File: src/design/mutc_pkg.sv
// Purpose: shared constants and types of the memory-unit transfer controller
// Assumes: single 200 MHz clock, register port with one-cycle read latency
// Notes:   offsets are byte addresses of 32-bit words
`default_nettype none
package mutc_pkg;
    localparam int         DW          = 16;        // data word width
    localparam int         AW          = 5;         // word index width
    localparam int         BA          = 4;         // register address width
    localparam logic [4:0] BANK_WORDS  = 5'h10;     // words in one bank
    localparam logic [4:0] SET_WORDS   = 5'h02;     // settings words after screen
    // register offsets
    localparam logic [3:0] OFF_CTRL    = 4'h0;
    localparam logic [3:0] OFF_STATUS  = 4'h4;
    localparam logic [3:0] OFF_IRQ_ST  = 4'h8;
    localparam logic [3:0] OFF_IRQ_MSK = 4'hc;
    // control fields (manual transfer from the touch panel)
    localparam int         CTRL_START  = 0;         // write one to start
    localparam int         CTRL_T2U    = 1;         // 1: terminal to unit
    localparam int         CTRL_BANK   = 2;
    localparam int         CTRL_SYS    = 3;         // 1: system program
    localparam int         CTRL_SIM    = 4;         // both data types, system then screen
    // captured switch positions
    localparam int         IDX_AUTO_U2T = 0;        // auto_unit_to_terminal_sel
    localparam int         IDX_AUTO_T2U = 1;        // auto_terminal_to_unit_sel
    localparam int         IDX_MANUAL   = 2;        // manual_transfer_sel
    localparam int         IDX_TYPE     = 3;        // data_type_sel
    localparam int         IDX_TERM_WE  = 4;        // terminal_write_enable
    localparam int         IDX_UNIT_WE  = 5;        // unit_write_enable
    localparam int         IDX_BANK     = 6;        // bank_sel
    localparam int         IDX_SIM      = 7;        // simultaneous_transfer_enable
    localparam logic [7:0] SW_RESET     = 8'h00;    // factory state: all off
    localparam logic [1:0] IRQ_MASK_RST = 2'h0;
    localparam int         IRQ_DONE     = 0;
    localparam int         IRQ_FAIL     = 1;
    // terminal memory areas
    localparam logic [1:0] AREA_SYS    = 2'h0;
    localparam logic [1:0] AREA_SCREEN = 2'h1;
    localparam logic [1:0] AREA_SET    = 2'h2;
    // phase codes shown to software and on the phase output
    localparam logic [2:0] PH_IDLE = 3'h0;
    localparam logic [2:0] PH_PREP = 3'h1;
    localparam logic [2:0] PH_XMIT = 3'h2;
    localparam logic [2:0] PH_VER  = 3'h3;
    localparam logic [2:0] PH_DONE = 3'h4;
    localparam logic [2:0] PH_FAIL = 3'h5;
    localparam logic [2:0] PH_WAIT = 3'h6;
    typedef enum logic [2:0] {
        ERR_NONE    = 3'h0,
        ERR_MODE    = 3'h1,
        ERR_PROTECT = 3'h2,
        ERR_DATA    = 3'h3,
        ERR_COMPAT  = 3'h4,
        ERR_VERIFY  = 3'h5
    } mutc_err_t;
    typedef enum logic [2:0] {
        S_SAMPLE = 3'b000,
        S_CHECK  = 3'b001,
        S_PREP   = 3'b011,
        S_XMIT   = 3'b010,
        S_VER    = 3'b110,
        S_DONE   = 3'b111,
        S_FAIL   = 3'b101,
        S_WAIT   = 3'b100
    } mutc_state_t;
endpackage : mutc_pkg
`default_nettype wire

File: src/design/mutc_top.sv
// Purpose: transfer controller between operator terminal and memory unit
// Assumes: switches and unit_present are synchronous; memories answer
//          a read strobe with data in the following cycle
// Notes:   one word moves every three cycles; checksum-based verify
//
// What this block does
// - sample eight switches once, use only that
// - unmodified unit reads all switches off
// - three switches select auto/auto/manual mode
// - type switch: off screen, on system
// - terminal write enable switch gates terminal writes
// - unit write enable switch gates unit writes
// - two banks; bank switch picks auto bank
// - simultaneous to unit: system bank 0, screen bank 1
// - zero or several mode switches: mode error
// - destination write disabled: protect error, no write
// - wrong data type to area: transmission error
// - terminal-to-unit overwrites target bank regardless
// - writing one bank leaves other untouched
// - no operating status while unit fitted
// - check program compatibility before system write
// - screen transfers carry settings words along
// - simultaneous read needs exactly one system bank
`default_nettype none
module mutc_top
    import mutc_pkg::*;
(
    // clock and reset
    input  wire logic                    clk,
    input  wire logic                    rst_n,
    // memory unit presence and switches
    input  wire logic                    unit_present,
    input  wire logic                    auto_unit_to_terminal_sel,
    input  wire logic                    auto_terminal_to_unit_sel,
    input  wire logic                    manual_transfer_sel,
    input  wire logic                    data_type_sel,
    input  wire logic                    terminal_write_enable,
    input  wire logic                    unit_write_enable,
    input  wire logic                    bank_sel,
    input  wire logic                    simultaneous_transfer_enable,
    // bank content flags from the unit
    input  wire logic [1:0]              unit_bank_is_sys,
    input  wire logic [1:0]              unit_sys_compat,
    // register port
    input  wire logic [mutc_pkg::BA-1:0] bus_addr,
    input  wire logic [31:0]             bus_wdata,
    input  wire logic                    bus_wr,
    input  wire logic                    bus_rd,
    output logic      [31:0]             bus_rdata,
    // operator terminal memory
    output logic                         term_rd,
    output logic                         term_wr,
    output logic      [1:0]              term_area,
    output logic      [mutc_pkg::AW-1:0] term_addr,
    output logic      [mutc_pkg::DW-1:0] term_wdata,
    input  wire logic [mutc_pkg::DW-1:0] term_rdata,
    // memory unit data
    output logic                         unit_rd,
    output logic                         unit_wr,
    output logic                         unit_bank,
    output logic      [mutc_pkg::AW-1:0] unit_addr,
    output logic      [mutc_pkg::DW-1:0] unit_wdata,
    input  wire logic [mutc_pkg::DW-1:0] unit_rdata,
    // status
    output logic      [2:0]              phase,
    output var mutc_pkg::mutc_err_t      err_code,
    output logic                         operating_enable,
    output logic                         irq
);
    import mutc_pkg::*;

    mutc_state_t     state;          // controller state
    logic [7:0]      sw_cap;         // switches captured at startup
    logic            c_t2u;          // direction: terminal to unit
    logic            c_sys;          // data type: system program
    logic            c_bank;         // selected bank
    logic            c_sim;          // simultaneous transfer
    logic            seg;            // segment of simultaneous transfer
    logic [AW-1:0]   idx;            // word index
    logic [1:0]      step;           // read, wait, data
    logic [DW-1:0]   xsum;           // checksum of words sent
    logic [DW-1:0]   vsum;           // checksum of words read back
    logic [DW-1:0]   rdat;           // data returning this cycle
    logic            e_sys;          // effective type for this segment
    logic            e_bank;         // effective bank for this segment
    logic [AW-1:0]   len;            // words in this segment
    logic [1:0]      e_area;         // terminal area of current word
    mutc_err_t       chk;            // result of the pre-transfer checks
    logic            done_evt;       // pulse: transfer finished
    logic            fail_evt;       // pulse: transfer failed
    logic            start_req;      // manual start written
    logic [4:0]      ctrl;           // manual transfer settings
    logic [1:0]      irq_stat;       // sticky events
    logic [1:0]      irq_mask;       // event enables

    // exactly one of the three mode switches
    function automatic logic one_mode(input logic [7:0] s);
        return (s[IDX_AUTO_U2T] + s[IDX_AUTO_T2U] + s[IDX_MANUAL]) == 2'd1;
    endfunction : one_mode

    // segment decode; simultaneous overrides type and bank switches
    always_comb
    begin
        if (c_sim)
        begin
            e_sys  = ~seg;
            e_bank = c_t2u ? seg : (seg ? ~unit_bank_is_sys[1] : unit_bank_is_sys[1]);
        end
        else
        begin
            e_sys  = c_sys;
            e_bank = c_bank;
        end
        // screen data drags the settings words along
        len    = e_sys ? BANK_WORDS : AW'(BANK_WORDS + SET_WORDS);
        e_area = e_sys ? AREA_SYS : ((idx >= BANK_WORDS) ? AREA_SET : AREA_SCREEN);
    end

    // checks made before any word moves
    always_comb
    begin
        chk = ERR_NONE;
        if (c_t2u ? !sw_cap[IDX_UNIT_WE] : !sw_cap[IDX_TERM_WE])
            chk = ERR_PROTECT;
        else if (!c_t2u && c_sim && (unit_bank_is_sys != 2'b01)
                 && (unit_bank_is_sys != 2'b10))
            chk = ERR_DATA;
        else if (!c_t2u && (unit_bank_is_sys[e_bank] != e_sys))
            chk = ERR_DATA;
        else if (!c_t2u && e_sys && !unit_sys_compat[e_bank])
            chk = ERR_COMPAT;
    end

    // data source: transmit reads the origin, verify the destination
    assign rdat = ((state == S_XMIT) == c_t2u) ? term_rdata : unit_rdata;

    // controller state machine and transfer engine
    always_ff @(posedge clk or negedge rst_n)
    begin
        if (!rst_n)
        begin
            state      <= S_SAMPLE;
            sw_cap     <= SW_RESET;
            {c_t2u, c_sys, c_bank, c_sim, seg} <= 5'h00;
            idx        <= '0;
            step       <= 2'h0;
            xsum       <= '0;
            vsum       <= '0;
            term_rd    <= 1'b0;
            term_wr    <= 1'b0;
            term_area  <= AREA_SYS;
            term_addr  <= '0;
            term_wdata <= '0;
            unit_rd    <= 1'b0;
            unit_wr    <= 1'b0;
            unit_bank  <= 1'b0;
            unit_addr  <= '0;
            unit_wdata <= '0;
            phase      <= PH_IDLE;
            err_code   <= ERR_NONE;
            done_evt   <= 1'b0;
            fail_evt   <= 1'b0;
        end
        else
        begin
            term_rd  <= 1'b0;
            term_wr  <= 1'b0;
            unit_rd  <= 1'b0;
            unit_wr  <= 1'b0;
            done_evt <= 1'b0;
            fail_evt <= 1'b0;
            case (state)
                // single capture of the switches after reset
                S_SAMPLE:
                begin
                    sw_cap <= {simultaneous_transfer_enable, bank_sel,
                               unit_write_enable, terminal_write_enable,
                               data_type_sel, manual_transfer_sel,
                               auto_terminal_to_unit_sel, auto_unit_to_terminal_sel};
                    state  <= S_CHECK;
                end
                // mode decode from the captured pattern only
                S_CHECK:
                begin
                    if (!unit_present)
                        state <= S_DONE;                    // nothing fitted, nothing to do
                    else if (!one_mode(sw_cap))
                    begin
                        state    <= S_FAIL;
                        err_code <= ERR_MODE;
                        phase    <= PH_FAIL;
                        fail_evt <= 1'b1;
                    end
                    else if (sw_cap[IDX_MANUAL])
                    begin
                        state <= S_WAIT;
                        phase <= PH_WAIT;
                    end
                    else
                    begin
                        c_t2u  <= sw_cap[IDX_AUTO_T2U];
                        c_sys  <= sw_cap[IDX_TYPE];
                        c_bank <= sw_cap[IDX_BANK];
                        c_sim  <= sw_cap[IDX_SIM];
                        state  <= S_PREP;
                        phase  <= PH_PREP;
                    end
                end
                // manual: settings come from the touch panel
                S_WAIT:
                begin
                    if (start_req)
                    begin
                        c_t2u  <= ctrl[CTRL_T2U];
                        c_sys  <= ctrl[CTRL_SYS];
                        c_bank <= ctrl[CTRL_BANK];
                        c_sim  <= ctrl[CTRL_SIM];
                        state  <= S_PREP;
                        phase  <= PH_PREP;
                    end
                end
                // refuse before the first write if anything is wrong
                S_PREP:
                begin
                    idx  <= '0;
                    step <= 2'h0;
                    xsum <= '0;
                    vsum <= '0;
                    if (chk != ERR_NONE)
                    begin
                        state    <= S_FAIL;
                        err_code <= chk;
                        phase    <= PH_FAIL;
                        fail_evt <= 1'b1;
                    end
                    else
                    begin
                        state <= S_XMIT;
                        phase <= PH_XMIT;
                    end
                end
                // copy: read origin, wait, write destination; verify: read destination, wait, add to checksum
                S_XMIT, S_VER:
                begin
                    step <= (step == 2'h2) ? 2'h0 : step + 2'h1;
                    if (step == 2'h0)
                    begin
                        // transmit reads origin; verify reads destination
                        if ((state == S_XMIT) == c_t2u)
                            term_rd <= 1'b1;
                        else
                            unit_rd <= 1'b1;
                        term_area <= e_area;
                        term_addr <= idx;
                        unit_bank <= e_bank;
                        unit_addr <= idx;
                    end
                    else if (step == 2'h2)
                    begin
                        idx <= (idx == len - AW'(1)) ? '0 : idx + AW'(1);
                        if (state == S_XMIT)
                        begin
                            xsum <= xsum ^ rdat;
                            if (c_t2u)
                            begin
                                unit_wr    <= 1'b1;
                                unit_wdata <= rdat;
                            end
                            else
                            begin
                                term_wr    <= 1'b1;
                                term_wdata <= rdat;
                            end
                            if (idx == len - AW'(1))
                            begin
                                state <= S_VER;
                                phase <= PH_VER;
                            end
                        end
                        else
                        begin
                            vsum <= vsum ^ rdat;
                            if (idx == len - AW'(1))
                            begin
                                if ((vsum ^ rdat) != xsum)
                                begin
                                    state    <= S_FAIL;
                                    err_code <= ERR_VERIFY;
                                    phase    <= PH_FAIL;
                                    fail_evt <= 1'b1;
                                end
                                else if (c_sim && !seg)
                                begin
                                    seg   <= 1'b1;          // second data type
                                    state <= S_PREP;
                                    phase <= PH_PREP;
                                end
                                else
                                begin
                                    state    <= S_DONE;
                                    phase    <= PH_DONE;
                                    done_evt <= 1'b1;
                                end
                            end
                        end
                    end
                end
                // terminal states hold until reset
                S_DONE, S_FAIL:
                begin
                    state <= state;
                end
                default:
                begin
                    state <= S_SAMPLE;
                end
            endcase
        end
    end

    // operating status held off while a unit is fitted
    always_ff @(posedge clk or negedge rst_n)
    begin
        if (!rst_n)
            operating_enable <= 1'b0;
        else
            operating_enable <= !unit_present;
    end

    // manual settings register and start pulse
    always_ff @(posedge clk or negedge rst_n)
    begin
        if (!rst_n)
        begin
            ctrl      <= 5'h00;
            start_req <= 1'b0;
        end
        else
        begin
            start_req <= bus_wr && (bus_addr == OFF_CTRL) && bus_wdata[CTRL_START];
            if (bus_wr && (bus_addr == OFF_CTRL))
                ctrl <= {bus_wdata[4:1], 1'b0};
        end
    end

    // sticky events, write one to clear, set wins
    always_ff @(posedge clk or negedge rst_n)
    begin
        if (!rst_n)
        begin
            irq_stat <= 2'h0;
            irq_mask <= IRQ_MASK_RST;
            irq      <= 1'b0;
        end
        else
        begin
            irq_stat <= (irq_stat & ~((bus_wr && (bus_addr == OFF_IRQ_ST))
                        ? bus_wdata[1:0] : 2'h0)) | {fail_evt, done_evt};
            if (bus_wr && (bus_addr == OFF_IRQ_MSK))
                irq_mask <= bus_wdata[1:0];
            irq <= |(irq_stat & irq_mask);
        end
    end

    // read data, one cycle after the strobe, zero elsewhere
    always_ff @(posedge clk or negedge rst_n)
    begin
        if (!rst_n)
            bus_rdata <= 32'h0;
        else if (!bus_rd)
            bus_rdata <= 32'h0;
        else
        begin
            case (bus_addr)
                OFF_CTRL:    bus_rdata <= {27'h0, ctrl};
                OFF_STATUS:  bus_rdata <= {6'h0, unit_present, seg, 3'h0, idx, sw_cap,
                                           1'b0, err_code, 1'b0, phase};
                OFF_IRQ_ST:  bus_rdata <= {30'h0, irq_stat};
                OFF_IRQ_MSK: bus_rdata <= {30'h0, irq_mask};
                default:     bus_rdata <= 32'h0;
            endcase
        end
    end
endmodule : mutc_top
`default_nettype wire
File: config.mk
export PLATFORM = sky130hd
export DESIGN_NAME = mutc_top
export DESIGN_NICKNAME = d
export VERILOG_FILES = /design/src/design/mutc_pkg.sv /design/src/design/mutc_top.sv
export SDC_FILE = /design/constraint.sdc
export NUM_CORES = 1
export LEC_CHECK = 0
export ABC_AREA = 1
export BUFFER_PORTS_ARGS = -buffer_cell sky130_fd_sc_hd__buf_4
export CORE_MARGIN = 5
export CORE_UTILIZATION = 35
export CTS_CLUSTER_DIAMETER = 80
export DETAILED_ROUTE_END_ITERATION = 12
export PLACE_DENSITY = 0.55
export SLEW_MARGIN = 5
export SYNTH_ARGS = -nofsm -noshare
export SYNTH_HDL_FRONTEND = slang
export SYNTH_SLANG_ARGS = --single-unit
File: constraint.sdc
create_clock -name clk -period 3.6 [get_ports clk]
set_input_delay 0.18 -clock clk [delete_from_list [all_inputs] [get_ports clk]]
set_output_delay 0.18 -clock clk [all_outputs]
set_load 0.05 [all_outputs]
### Word-level counts from Yosys, hierarchy flattened

Index checks and enable logic that the tools add are counted.

* memories: 0
* input bits: 85
* bits in latches: 0
* memory bits (read-only): 0
* RAM bits: 0
* flip-flop bits (word level): 150
* output and inout bits: 89

* add/sub/neg operators: 5
* reductions and logical operators: 39
* $lt $le $gt $ge: 2
* bitwise operators: 13
* div/mod/pow operators: 0
* equal/unequal tests: 30
* multiply operators: 0
* muxes and demuxes: 120
* shifts and indexed selects: 0

Operators with widths (number)
* $mux 16: 7
* $mux 3: 35
* $pmux 26 s4: 1
* $pmux 16 s2: 2
* $mux 1: 56
* $xor 16x16->16: 2
* $mux 26: 1
* $ne 2x2->1 const B: 13
* $reduce_and 5->1: 4
* $ne 16x16->1: 1
* $mux 5: 3
* $pmux 3 s5: 1
* $eq 3x3->1 const B: 4
* $pmux 3 s4: 1
* $logic_and 1x1->1: 11
* $mux 2: 5
* $pmux 5 s2: 1
* $pmux 3 s3: 1
* $reduce_and 9->1: 1
* $eq 4x4->1 const B: 2
* $pmux 1 s2: 4
* $reduce_and 4->1: 2
* $not 1->1: 7
* $reduce_and 7->1: 1
* other kinds (32): 43

### Depth between registers and ports, before layout

Gate-level depths: netlist (run 1).

* word-level depth: 15
* depth in mapped cells: 22
* depth with buffers taken out: 20

### Worst setup path after synthesis (run 1)

OpenSTA, ideal clock, no wires.

* kind: register -> register
* start point: register state[0]
* end point: register err_code[2]
* required time: 3481 ps
* arrival: 2442 ps
* buffers on the path: 2
* cell stages (with the launch flop): 21
* slack: 1039 ps
* cell sequence: dfrtp_1 nor2_4 inv_2 nor2_1 ha_1 buf_6 inv_6 buf_12 nand2_2 nand2_2 nand2_1 nand3_1 nand2_1 nor2_1 nand2_1 nor2_4 nand2_1 nand3_2 nand3_4 nand2_1 nand2_1

* cells in the longest elaborated chain, start to end: 7
* elaborated cells between the ends (all ways): 20
* classes of those cells: eq/ne: 14; mux: 2; bitwise: 1; reduce/logical: 3

RTL lines
* from (decl): line mutc_top.sv:72 `mutc_state_t state;`
* from (signal assigned): line mutc_top.sv:311 `state <= state;`
* $eq 3x2->1: line mutc_top.sv:135, mutc_top.sv:172, mutc_top.sv:261
* $eq 1x1->1: line mutc_top.sv:135 `assign rdat = ((state == S_XMIT) == c_t2u) ? term_rdata : unit_rdata;`
* $mux 16: line mutc_top.sv:135
* $xor 16x16->16: line mutc_top.sv:285 `if ((vsum ^ rdat) != xsum)`
* $ne 16x16->1: line mutc_top.sv:285
* $ne 2x2->1 (no line)
* $reduce_and 9->1 (no line)
* to (signal assigned): line mutc_top.sv:232 `err_code <= chk;`
* to (decl): line mutc_top.sv:66 `output var mutc_pkg::mutc_err_t err_code,`

Several ways; a longest one is shown, not always the timed one.
A chain may end at the register's enable or synchronous reset.

### Final worst setup path (run 1)

* start point: register state[1]
* end point: register state[2]

* cells in the longest elaborated chain, start to end: 11
* elaborated cells between the ends (all ways): 26
* classes of those cells: eq/ne: 13; mux: 7; bitwise: 2; reduce/logical: 4

RTL lines
* $eq 3x2->1: line mutc_top.sv:135, mutc_top.sv:172, mutc_top.sv:261
* $eq 1x1->1: line mutc_top.sv:135
* $mux 16: line mutc_top.sv:135
* $xor 16x16->16: line mutc_top.sv:285
* $ne 16x16->1: line mutc_top.sv:285
* $mux 3: line mutc_top.sv:285
* $mux 3: line mutc_top.sv:283 `if (idx == len - AW'(1))`
* $mux 3: line mutc_top.sv:261 `if (state == S_XMIT)`
* $mux 3: line mutc_top.sv:258 `else if (step == 2'h2)`
* $mux 3: line mutc_top.sv:246 `if (step == 2'h0)`
* $pmux 3 s5: line mutc_top.sv:172 `case (state)`

Several ways; a longest one is shown, not always the timed one. The select of a mux whose other input is x is not followed.

==> metrics, run 1 <==
outcome finished clean; Routed WL 18.2 mm; post-CTS setup buffer count 0; P&R area growth vs syn 29.4%; Hold/Removal Path Class primary input to flop; Clock transition at path regs 0.06 ns; most common cell after layout, fill and taps aside nand2_1; Seq/Total Area, Yosys 0.514; Tmin final 3.00 ns; slowest CP cell ha_1; net switching power 0.927 mW; CP most frequent cell nand2_1; final core utilization 0.456; CP Capture Type flop; maximum clock insertion buffer count 2; met2 usage 0.272; Worst-Skew Late Latency 0.42 ns; CP required 3.90 ns; Total Routing Usage GR 0.166; PD cells 446 nW/um^2; Starting Density 0.352; arrival time at the worst endpoint 3.30 ns; Clock Sinks 140; cell area after layout 8820 um^2; Leak 4.63 nW; #FFs+latches synth 140; CTS tree yes; Worst VDD drop 0.326 mV; DR pass1 iterations 5; DP Cell Count 1,248; Crit Path Max Fanout 10; register share of total power 0.424; switching share of total power 0.236; Final nets 1,106; fraction of layout cells with a size suffix above 1 0.195; first-pass GRT wire length 29.0 mm; slew margin rel. 0.250; ANT cells 0; Yosys cell types 40; most frequent cells in the layout nand2_1, buf_4, dfrtp_1, inv_1, nor2_1; Mapped Cells 863; CP Cell Sequence inv_1 -> nor2_4 -> inv_2 -> nor2_1 -> ha_1 -> buf_4 -> nand2_1 -> nand2_1 -> nand2_1 -> nand2_1 -> nand2_1 -> nand2_1 -> nor2_1 -> nand2_1 -> nor2_4 -> nand4_1 -> nand2_1 -> nand2_1 -> nand2_1 -> nand2_1; CTS H-tree depth 4; grt ovf 0; max-slew violations 0; HPWL Detailed 13.1 mm; period utilisation layout 0.833; path type of the worst setup path flop to flop; Synth Cell Area 6810 um^2; row cnt 51; Post-Layout Cell Count 1,293; Internal 3.00 mW; I/O pins 174; Initial DRC Count 255; GRT Max-Usage Layer met2; met3 Use GR 0.0478; area of the core 19,300 um^2; Die Footprint 22,400 um^2; # resized after CTS 0; Max-Cap Viols 0; Port Buffer Count 136; syn avg cell area 7.90 um^2; fill count 1,996; fmax 334 MHz; vias 5,937; Die W 150 um; unrepaired setup endpoints after global routing false; Slew @ Worst Pin 1.12 ns; DP Area 8050 um^2; initial antenna violation count 0; # DRC 0; Final Hold Fails 0; Worst setup SP type flop; slowest stage delay, CP 0.42 ns; skew final 0.0100 ns; clock root cell clkbuf_16; WL per Instance 14.0 um; CTS buffer count 17; vias per std cell 4.59; vias in the first global route 5,598; antenna-violating nets left 0; Die Span Y 150 um; Comb pwr share 0.089; GR Layer Usage met1 0.215; gpl congestion 0.864; clock network power share 0.487; largest net degree at the start of global routing 86; Synth Warn # 0; final setup fails 0; Power, Total 3.93 mW; setup TNS 0 ns
[per-layer routing]
metal,wire (um),part of all wire
met5,0,0
met4,223,0.012
met2,8560,0.47
met1,8320,0.46
met3,1050,0.058
[registers in the layout, indices dropped and copies added (netlist names), 3 cells and up]
name	flops
err_code	3
phase	3
unit_addr	5
bus_rdata	22
idx	5
ctrl	4
sw_cap	8
xsum	16
unit_wdata	16
state	3
vsum	16
term_wdata	16
[through the flow]
stage                     hold slack, ns  setup WS (ns)
after floorplan                   -0.116           1.04
after global placement             0.306          0.582
after detailed placement           0.305          0.569
after CTS                        0.00941          0.548
after global routing              0.0427          0.258
final                             0.0287          0.602
[layout make-up]
class	count	area (um^2)	area share
sequential	140	3500	0.397
multi-input combinational	590	2710	0.308
timing repair buffer	157	1210	0.138
clock buffer	20	447	0.0507
inverter	109	414	0.0470
tap	265	332	0.0376
clock inverter	12	194	0.0220
[cells in the mapped netlist]
cell         n  area share
o22ai_1     10      0.0092
fa_1         1      0.0029
buf_6        2      0.0033
nor2_4       3      0.0050
nand3_1     63       0.046
ha_1         5      0.0092
inv_1      106       0.058
mux2_2       2      0.0033
inv_2        2      0.0011
xor2_1       3      0.0039
nand2_1    250        0.14
a41oi_1      1      0.0013
o31ai_1      1      0.0011
o21ai_0     76       0.056
nor2_2       1     0.00092
buf_4       15       0.017
o41ai_1      1      0.0013
dfrtp_1    140        0.51
a22o_1       1      0.0013
a31oi_1      1     0.00092
nor2_1      86       0.047
buf_12       1      0.0029
a21oi_1     16       0.012
o211ai_1     3      0.0033
inv_6        1      0.0013
nor3_1      23       0.017
o21ai_2      1      0.0013
nand3_4      1      0.0026
nor3_2       1      0.0015
nand4_1     11       0.010
nand3_2      1      0.0015
buf_2        4      0.0029
or2_2        1     0.00092
and2_1       1     0.00092
and3_1       1     0.00092
nand2_2     12       0.011
a2111oi_0    1      0.0013
clkbuf_1    11      0.0061
o21ai_1      2      0.0015
conb_1       1     0.00055
[power by group through the flow]
stage	logic, mW	clock network (mW)	registers (mW)
2_1_floorplan	0.190	0	1.71
3_3_place_gp	0.339	0	1.69
3_5_place_dp	0.343	0	1.69
4_1_cts	0.354	1.96	1.67
5_1_grt	0.397	2.03	1.67
6_report	0.348	1.92	1.67
[worst max-delay path, delay by kind of cell (launching register included)]
| kind | cells | cell delay, ns |
|---|---|---|
| and+or+nand+nor | 16 | 1.56 |
| buffers and inverters | 3 | 0.50 |
| adders and majority gates | 1 | 0.42 |
| DFF | 1 | 0.40 |
[worst paths after layout]
path | from | endpoint | slack [ns] | cells past startpoint
max | state[1]$_DFFE_PN0P_ | state[2]$_DFFE_PN0P_ | 0.60 | 20
min | bus_wdata[0] | start_req$_DFF_PN0_ | 0.03 | 3
max reg2reg | state[1]$_DFFE_PN0P_ | state[2]$_DFFE_PN0P_ | 0.60 | 20
min reg2reg | done_evt$_DFF_PN0_ | irq_stat[0]$_DFF_PN0_ | 0.45 | 2
max in group asynchronous | rst_n | operating_enable$_DFF_PN0_ | 2.26 | 3
min in group asynchronous | rst_n | term_wdata[3]$_DFFE_PN0P_ | 0.38 | 2
[timing repair]
action                                  in CTS  in global routing
endpoints found under the setup margin       0                  0
endpoints found under the hold margin       95                  0
hold buffers                                13                  0
[logic make-up after synthesis]
logic type,after synthesis,synth area share
compound gates,114,0.0900
xor+xnor,3,0.00386
fa+ha+maj,6,0.0121
buf+inv,142,0.0925
flops,140,0.514
mux,2,0.00330
other cells,1,0.000550
simple gates,455,0.284
Power figures use the tool's default switching activity.
==> run 2: changes to the inputs <==
--- a/config.mk
+++ b/config.mk
@@ -5,13 +5,13 @@
 export SDC_FILE = /design/constraint.sdc
 export NUM_CORES = 1
 export LEC_CHECK = 0
-export ABC_AREA = 1
+export ABC_AREA = 0
 export BUFFER_PORTS_ARGS = -buffer_cell sky130_fd_sc_hd__buf_4
 export CORE_MARGIN = 5
 export CORE_UTILIZATION = 35
 export CTS_CLUSTER_DIAMETER = 80
 export DETAILED_ROUTE_END_ITERATION = 12
-export PLACE_DENSITY = 0.55
+export PLACE_DENSITY = 0.57
 export SLEW_MARGIN = 5
 export SYNTH_ARGS = -nofsm -noshare
 export SYNTH_HDL_FRONTEND = slang
==> constraint.sdc (replaced) <==
create_clock -name clk -period 2.7 [get_ports clk]
set_input_delay 0.135 -clock clk [delete_from_list [all_inputs] [get_ports clk]]
set_output_delay 0.135 -clock clk [all_outputs]
set_load 0.05 [all_outputs]
==> run 2 against run 1 <==
Against the previous run:
- first-iteration DRC count is 26% higher
- synthesized cell count is 24% lower
- cell count is 16% lower
- hold slack better by 0.016 ns
==> metrics, run 2 <==
Starting Density 0.356; largest net degree at the start of global routing 89; period utilisation layout 0.978; count of flip-flops with a built-in enable after synthesis 0; Power, Total 5.04 mW; Clock Sinks 140; Post-Synth XOR/XNOR Area 0.0629; Adder-Cell Fraction of Synth Area 0.0123; path type of the worst setup path flop to flop; Crit Path Max Fanout 6; Total Routing Usage GR 0.171; gpl congestion 0.870; cell area after layout 9200 um^2; Post-synth top cells dfrtp_1, nand2_1, nor2_1, o21ai_0, xnor2_1; initial antenna violation count 0; final core utilization 0.490; CTS tree yes; max-slew violations 0; most common cell after layout, fill and taps aside buf_4; Worst-Skew Late Latency 0.42 ns; grt ovf 0; CP required 2.97 ns; count leader, synth dfrtp_1; arrival time at the worst endpoint 2.91 ns; fraction of layout cells with a size suffix above 1 0.311; WL per Instance 17.1 um; Post-Synth Simple-Gate Area 0.176; Clock transition at path regs 0.06 ns; vias per std cell 4.99; HPWL Detailed 13.2 mm; Worst VDD drop 0.405 mV; Slew @ Worst Pin 0.818 ns; DR pass1 iterations 4; Seq/Total Area, Yosys 0.524; Yosys cell types 62; CTS buffer count 17; Routed WL 18.6 mm; Max-Cap Viols 0; Final Hold Fails 0; first-pass GRT wire length 30.1 mm; unrepaired setup endpoints after global routing true; I/O pins 174; Synth Cell Area 6690 um^2; Setup WS post-layout 0.0582 ns; antenna-violating nets left 0; # DRC 0; outcome finished clean; Initial DRC Count 322; Tmin final 2.64 ns; Die Span Y 148 um; vias 5,424; ANT cells 0; Final nets 932; syn avg cell area 10.2 um^2; hold_ws 0.0444 ns; most frequent cells in the layout buf_4, dfrtp_1, nand2_1, nor2_1, o21ai_0; hold path depth 3; fmax 379 MHz; largest cells by area after synthesis dfrtp_1, xnor2_1, mux2i_1; largest family of logic cells by synthesized area simple AND/OR/NAND/NOR gates; Hold/Removal Path Class primary input to flop; Synth Warn # 0; DP Cell Count 1,033; CTS H-tree depth 4; Port Buffer Count 136; Worst setup SP type flop; slew margin rel. 0.455; mux share of post-synthesis cell area 0.0614; dpl ws -0.0475 ns; Synth top area share 0.524; Synth Area in Compound Gates 0.114; Largest register FFs 22; dominant register cell in the synthesized netlist dfrtp_1; Post-Layout Cell Count 1,088; setup TNS 0 ns; maximum clock insertion buffer count 2; most flop-heavy register bus_rdata; row cnt 50; P&R area growth vs syn 37.5%; fraction of registers with async set/reset 1.00; area of the core 18,800 um^2; Synth area leader dfrtp_1; skew final 0.0126 ns; PD cells 548 nW/um^2; clock root cell clkbuf_16; Leak 4.14 nW; Die W 148 um; CP Capture Type flop; Reg2Reg Depth 12; vias in the first global route 5,718; Die Footprint 22,000 um^2; final setup fails 0; Mapped Cells 659; DP Area 8230 um^2; #FFs+latches synth 140
[run 2: cell types whose count changed after synthesis, sizes merged, moves of 9 or more]
cell | previous run | this run
o31ai | 1 | 17
a21oi | 16 | 30
nand2 | 262 | 64
mux2i | 0 | 26
nand3 | 65 | 9
and2 | 1 | 33
o22ai | 10 | 1
clkbuf | 11 | 26
mux2 | 2 | 11
xnor2 | 0 | 48
inv | 109 | 14
nor2 | 90 | 62
o21ai | 79 | 53
[run 2: per-layer routing]
metal,vias up,GRT usage,share of wire
met5,-,0,0
met4,0,0.0591,0.022
met3,27,0.0475,0.058
met2,171,0.283,0.48
met1,2624,0.217,0.44
li1,2602,-,-
[run 2: where the power goes]
part           switching, mW  internal (mW)  leakage [nW]
registers             0.0672           2.18          1.61
clock network          0.874           1.41         0.282
logic                  0.264          0.247          2.25
total                   1.20           3.84          4.14
[run 2: logic make-up (layout without fill, tap and decap cells)]
group           after synthesis  in the layout
compound gates              125            125
flops                       140            140
other cells                   1             10
mux                          38             38
simple gates                238            238
buf+inv                      63            249
fa+ha+maj                     6              6
xor+xnor                     48             48
[run 2: cell type report]
cell class | instances | area [um^2]
well taps | 234 | 293
inverters | 15 | 56.3
fillers | 1727 | 9570
multi-input cells | 465 | 3140
clock buffers | 23 | 468
flip-flops and latches | 140 | 3500
clock inverters | 9 | 113
repair buffers | 202 | 1620
[run 2: critical path, cell delays in order, from the launching register on]
cell and delay [ns]:
dfrtp_1 0.36, nand2b_4 0.15, nor2_4 0.04, ha_4 0.33
buf_16 0.16, mux2i_4 0.26, xnor2_2 0.14, nand4_1 0.19
nor4_4 0.36, buf_6 0.18, nand2_4 0.06, o21ai_2 0.15
a41oi_2 0.12
[run 2: path summary, 6_finish.rpt]
kind                                              endpoint                  from  slack [ns]
worst max-delay path                  state[2]$_DFFE_PN0P_  state[2]$_DFFE_PN0P_        0.06
worst min-delay path                bus_rdata[1]$_DFF_PN0_           bus_addr[0]        0.04
worst max register to register        state[2]$_DFFE_PN0P_  state[2]$_DFFE_PN0P_        0.06
worst min register to register       irq_stat[0]$_DFF_PN0_    done_evt$_DFF_PN0_        0.47
max in group asynchronous       unit_wdata[11]$_DFFE_PN0P_                 rst_n        1.57
min in group asynchronous          bus_rdata[16]$_DFF_PN0_                 rst_n        0.36
[run 2: timing repair]
item / in CTS / in global routing
hold buffers: 18 / 0
hold endpoints to repair: 106 / 0
setup endpoints to repair: 4 / 8
pin swaps: 5 / 7
setup buffers: 2 / 2
gates resized for setup: 11 / 17
cloned: 1 / 0
==> run 3: changes to the inputs <==
--- a/config.mk
+++ b/config.mk
@@ -5,7 +5,7 @@
 export SDC_FILE = /design/constraint.sdc
 export NUM_CORES = 1
 export LEC_CHECK = 0
-export ABC_AREA = 0
+export ABC_AREA = 1
 export BUFFER_PORTS_ARGS = -buffer_cell sky130_fd_sc_hd__buf_4
 export CORE_MARGIN = 5
 export CORE_UTILIZATION = 35
==> run 3 against run 2 <==
Against the previous run:
- count of clock-buffer cells in the layout down 5
- power about the same
- cell count is 20% higher
- combinational power down 7.6%
- critical path depth increased by 8
- utilization is 2.8 points lower
- fmax rose by 6.8%
- critical path type unchanged
- cell area is 2.9% lower
- critical endpoint is now err_code[2]$_DFFE_PN0P_
- wire length fell by 1.9%
- clock power is 2% higher
- register-to-register slack better by 0.17 ns
- highest routed layer unchanged
- non-clock buffer count fell by 32
==> metrics, run 3 (synthesized netlist as in run 1, its figures left out) <==
outcome finished clean; grt ovf 0; Largest register FFs 22; Routed WL 18.2 mm; Max-Cap Viols 0; Slew @ Worst Pin 0.676 ns; R2R setup slack 0.23 ns; vias 5,920; initial antenna violation count 0; period utilisation layout 0.916; slew margin rel. 0.548; hold path depth 3; DR pass1 iterations 4; CP Capture Type flop; area of the core 19,300 um^2; Port Buffer Count 136; Worst setup SP type flop; Leak 4.67 nW; I/O pins 174; switching share of total power 0.244; Setup WS post-layout 0.227 ns; Worst-Skew Late Latency 0.42 ns; CP required 3.00 ns; max-slew violations 0; vias per std cell 4.54; most common cell after layout, fill and taps aside nand2_1; worst reg2reg path endpoint err_code[2]$_DFFE_PN0P_; row cnt 51; Final nets 1,119; CTS buffer count 17; Clock Sinks 140; Die W 150 um; HPWL Detailed 13.2 mm; R2R Path Start state[1]$_DFFE_PN0P_; vias in the first global route 6,000; fraction of layout cells with a size suffix above 1 0.211; maximum clock insertion buffer count 2; setup TNS 0 ns; clock root cell clkbuf_16; Total Routing Usage GR 0.168; worst hold endpoint ctrl[1]$_DFFE_PN0P_; Internal 3.81 mW; Die Span Y 150 um; Die Footprint 22,400 um^2; Crit Path Max Fanout 7; WL per Instance 14.0 um; largest net degree at the start of global routing 53; Final Hold Fails 0; Comb pwr share 0.094; final setup fails 0; skew final 0.00852 ns; post-CTS setup buffer count 0; Initial DRC Count 323; final core utilization 0.462; net switching power 1.23 mW; min-delay src bus_wdata[1]; Power, Total 5.04 mW; gpl congestion 0.896; antenna-violating nets left 0; Reg2Reg Depth 20; path type of the worst setup path flop to flop; most flop-heavy register bus_rdata; Hold/Removal Path Class primary input to flop; CTS H-tree depth 4; P&R area growth vs syn 31.1%; first-pass GRT wire length 29.7 mm; register share of total power 0.442; fill count 1,948; # DRC 0; DP Cell Count 1,259; arrival time at the worst endpoint 2.78 ns; unrepaired setup endpoints after global routing true; Starting Density 0.352; most frequent cells in the layout nand2_1, buf_4, dfrtp_1, inv_1, nor2_1; fmax 404 MHz; Worst VDD drop 0.425 mV; clock network power share 0.465; Clock transition at path regs 0.06 ns; ANT cells 0; dpl ws 0.0470 ns; CTS tree yes; Post-Layout Cell Count 1,303; PD cells 564 nW/um^2; Tmin final 2.47 ns
-- run 3: cell types whose count changed in the layout (fill, tap and decap cells not counted), sizes merged, moves of 26 or more --
cell	delta
nand2	+198
inv	+95
nand3	+56
xnor2	-48
and2	-32
buf	-29
nor2	+28
mux2i	-26
o21ai	+26
-- run 3: through the flow --
| stage | cell area (um^2) | hold WS (ns) |
|---|---|---|
| floorplan | 6850 | -0.161 |
| global placement | 8140 | 0.131 |
| detailed placement | 8140 | 0.135 |
| CTS | 8880 | 0.00851 |
| global route | 8930 | 0.0553 |
| finish | 8930 | 0.0257 |
-- run 3: power groups by stage --
stage	combinational (mW)	clock (mW)	sequential (mW)
2_1_floorplan	0.254	0	2.28
6_report	0.472	2.34	2.23
3_3_place_gp	0.453	0	2.26
5_1_grt	0.535	2.48	2.23
3_5_place_dp	0.458	0	2.26
4_1_cts	0.477	2.40	2.23
-- run 3: what timing repair did --
| action | CTS | global route |
|---|---|---|
| hold buffers | 15 | 0 |
| gates resized for setup | 0 | 16 |
| setup endpoints to repair | 0 | 10 |
| hold endpoints to repair | 65 | 0 |
-- run 3: layer usage --
metal	track usage	vias to the layer above	share of wire
li1	-	3058	-
met1	0.217	2712	0.46
met2	0.281	133	0.48
met3	0.0415	17	0.054
met4	0.0462	0	0.012
met5	0	-	0
-- run 3: worst max-delay path by stage --
| stage | from | to | slack, ns | cells past startpoint |
|---|---|---|---|---|
| 2_1_floorplan | state[0]$_DFFE_PN0P_ | err_code[2]$_DFFE_PN0P_ | 0.14 | 20 |
| 3_3_place_gp | state[1]$_DFFE_PN0P_ | err_code[2]$_DFFE_PN0P_ | 0.10 | 19 |
| 3_5_place_dp | state[1]$_DFFE_PN0P_ | err_code[2]$_DFFE_PN0P_ | 0.05 | 19 |
| 4_1_cts | state[1]$_DFFE_PN0P_ | err_code[0]$_DFFE_PN0P_ | 0.03 | 19 |
| 5_1_grt | state[1]$_DFFE_PN0P_ | state[2]$_DFFE_PN0P_ | -0.02 | 19 |
| 6_report | state[1]$_DFFE_PN0P_ | err_code[2]$_DFFE_PN0P_ | 0.23 | 20 |
-- run 3: critical path: stages, from the launching register on --
cell     delay [ns]
dfrtp_1        0.41
inv_2          0.08
nor2_4         0.09
inv_2          0.06
nor2_4         0.12
ha_4           0.25
buf_6          0.15
nand2_1        0.07
nand2_1        0.07
nand2_1        0.07
nand2_1        0.07
nand2_1        0.06
nand2_1        0.05
nor2_1         0.10
nand2_1        0.11
nor2_4         0.19
nand2_1        0.09
nand3_2        0.10
nand3_4        0.09
nand2_1        0.08
nand2_1        0.04
-- run 3: cell type report --
class | count | area (um^2) | area share
clock buffers | 18 | 439 | 0.0492
clock inverters | 11 | 146 | 0.0164
inverters | 109 | 417 | 0.0466
multi-input cells | 590 | 2750 | 0.308
flip-flops and latches | 140 | 3500 | 0.392
well taps | 265 | 332 | 0.0371
repair buffers | 170 | 1350 | 0.151
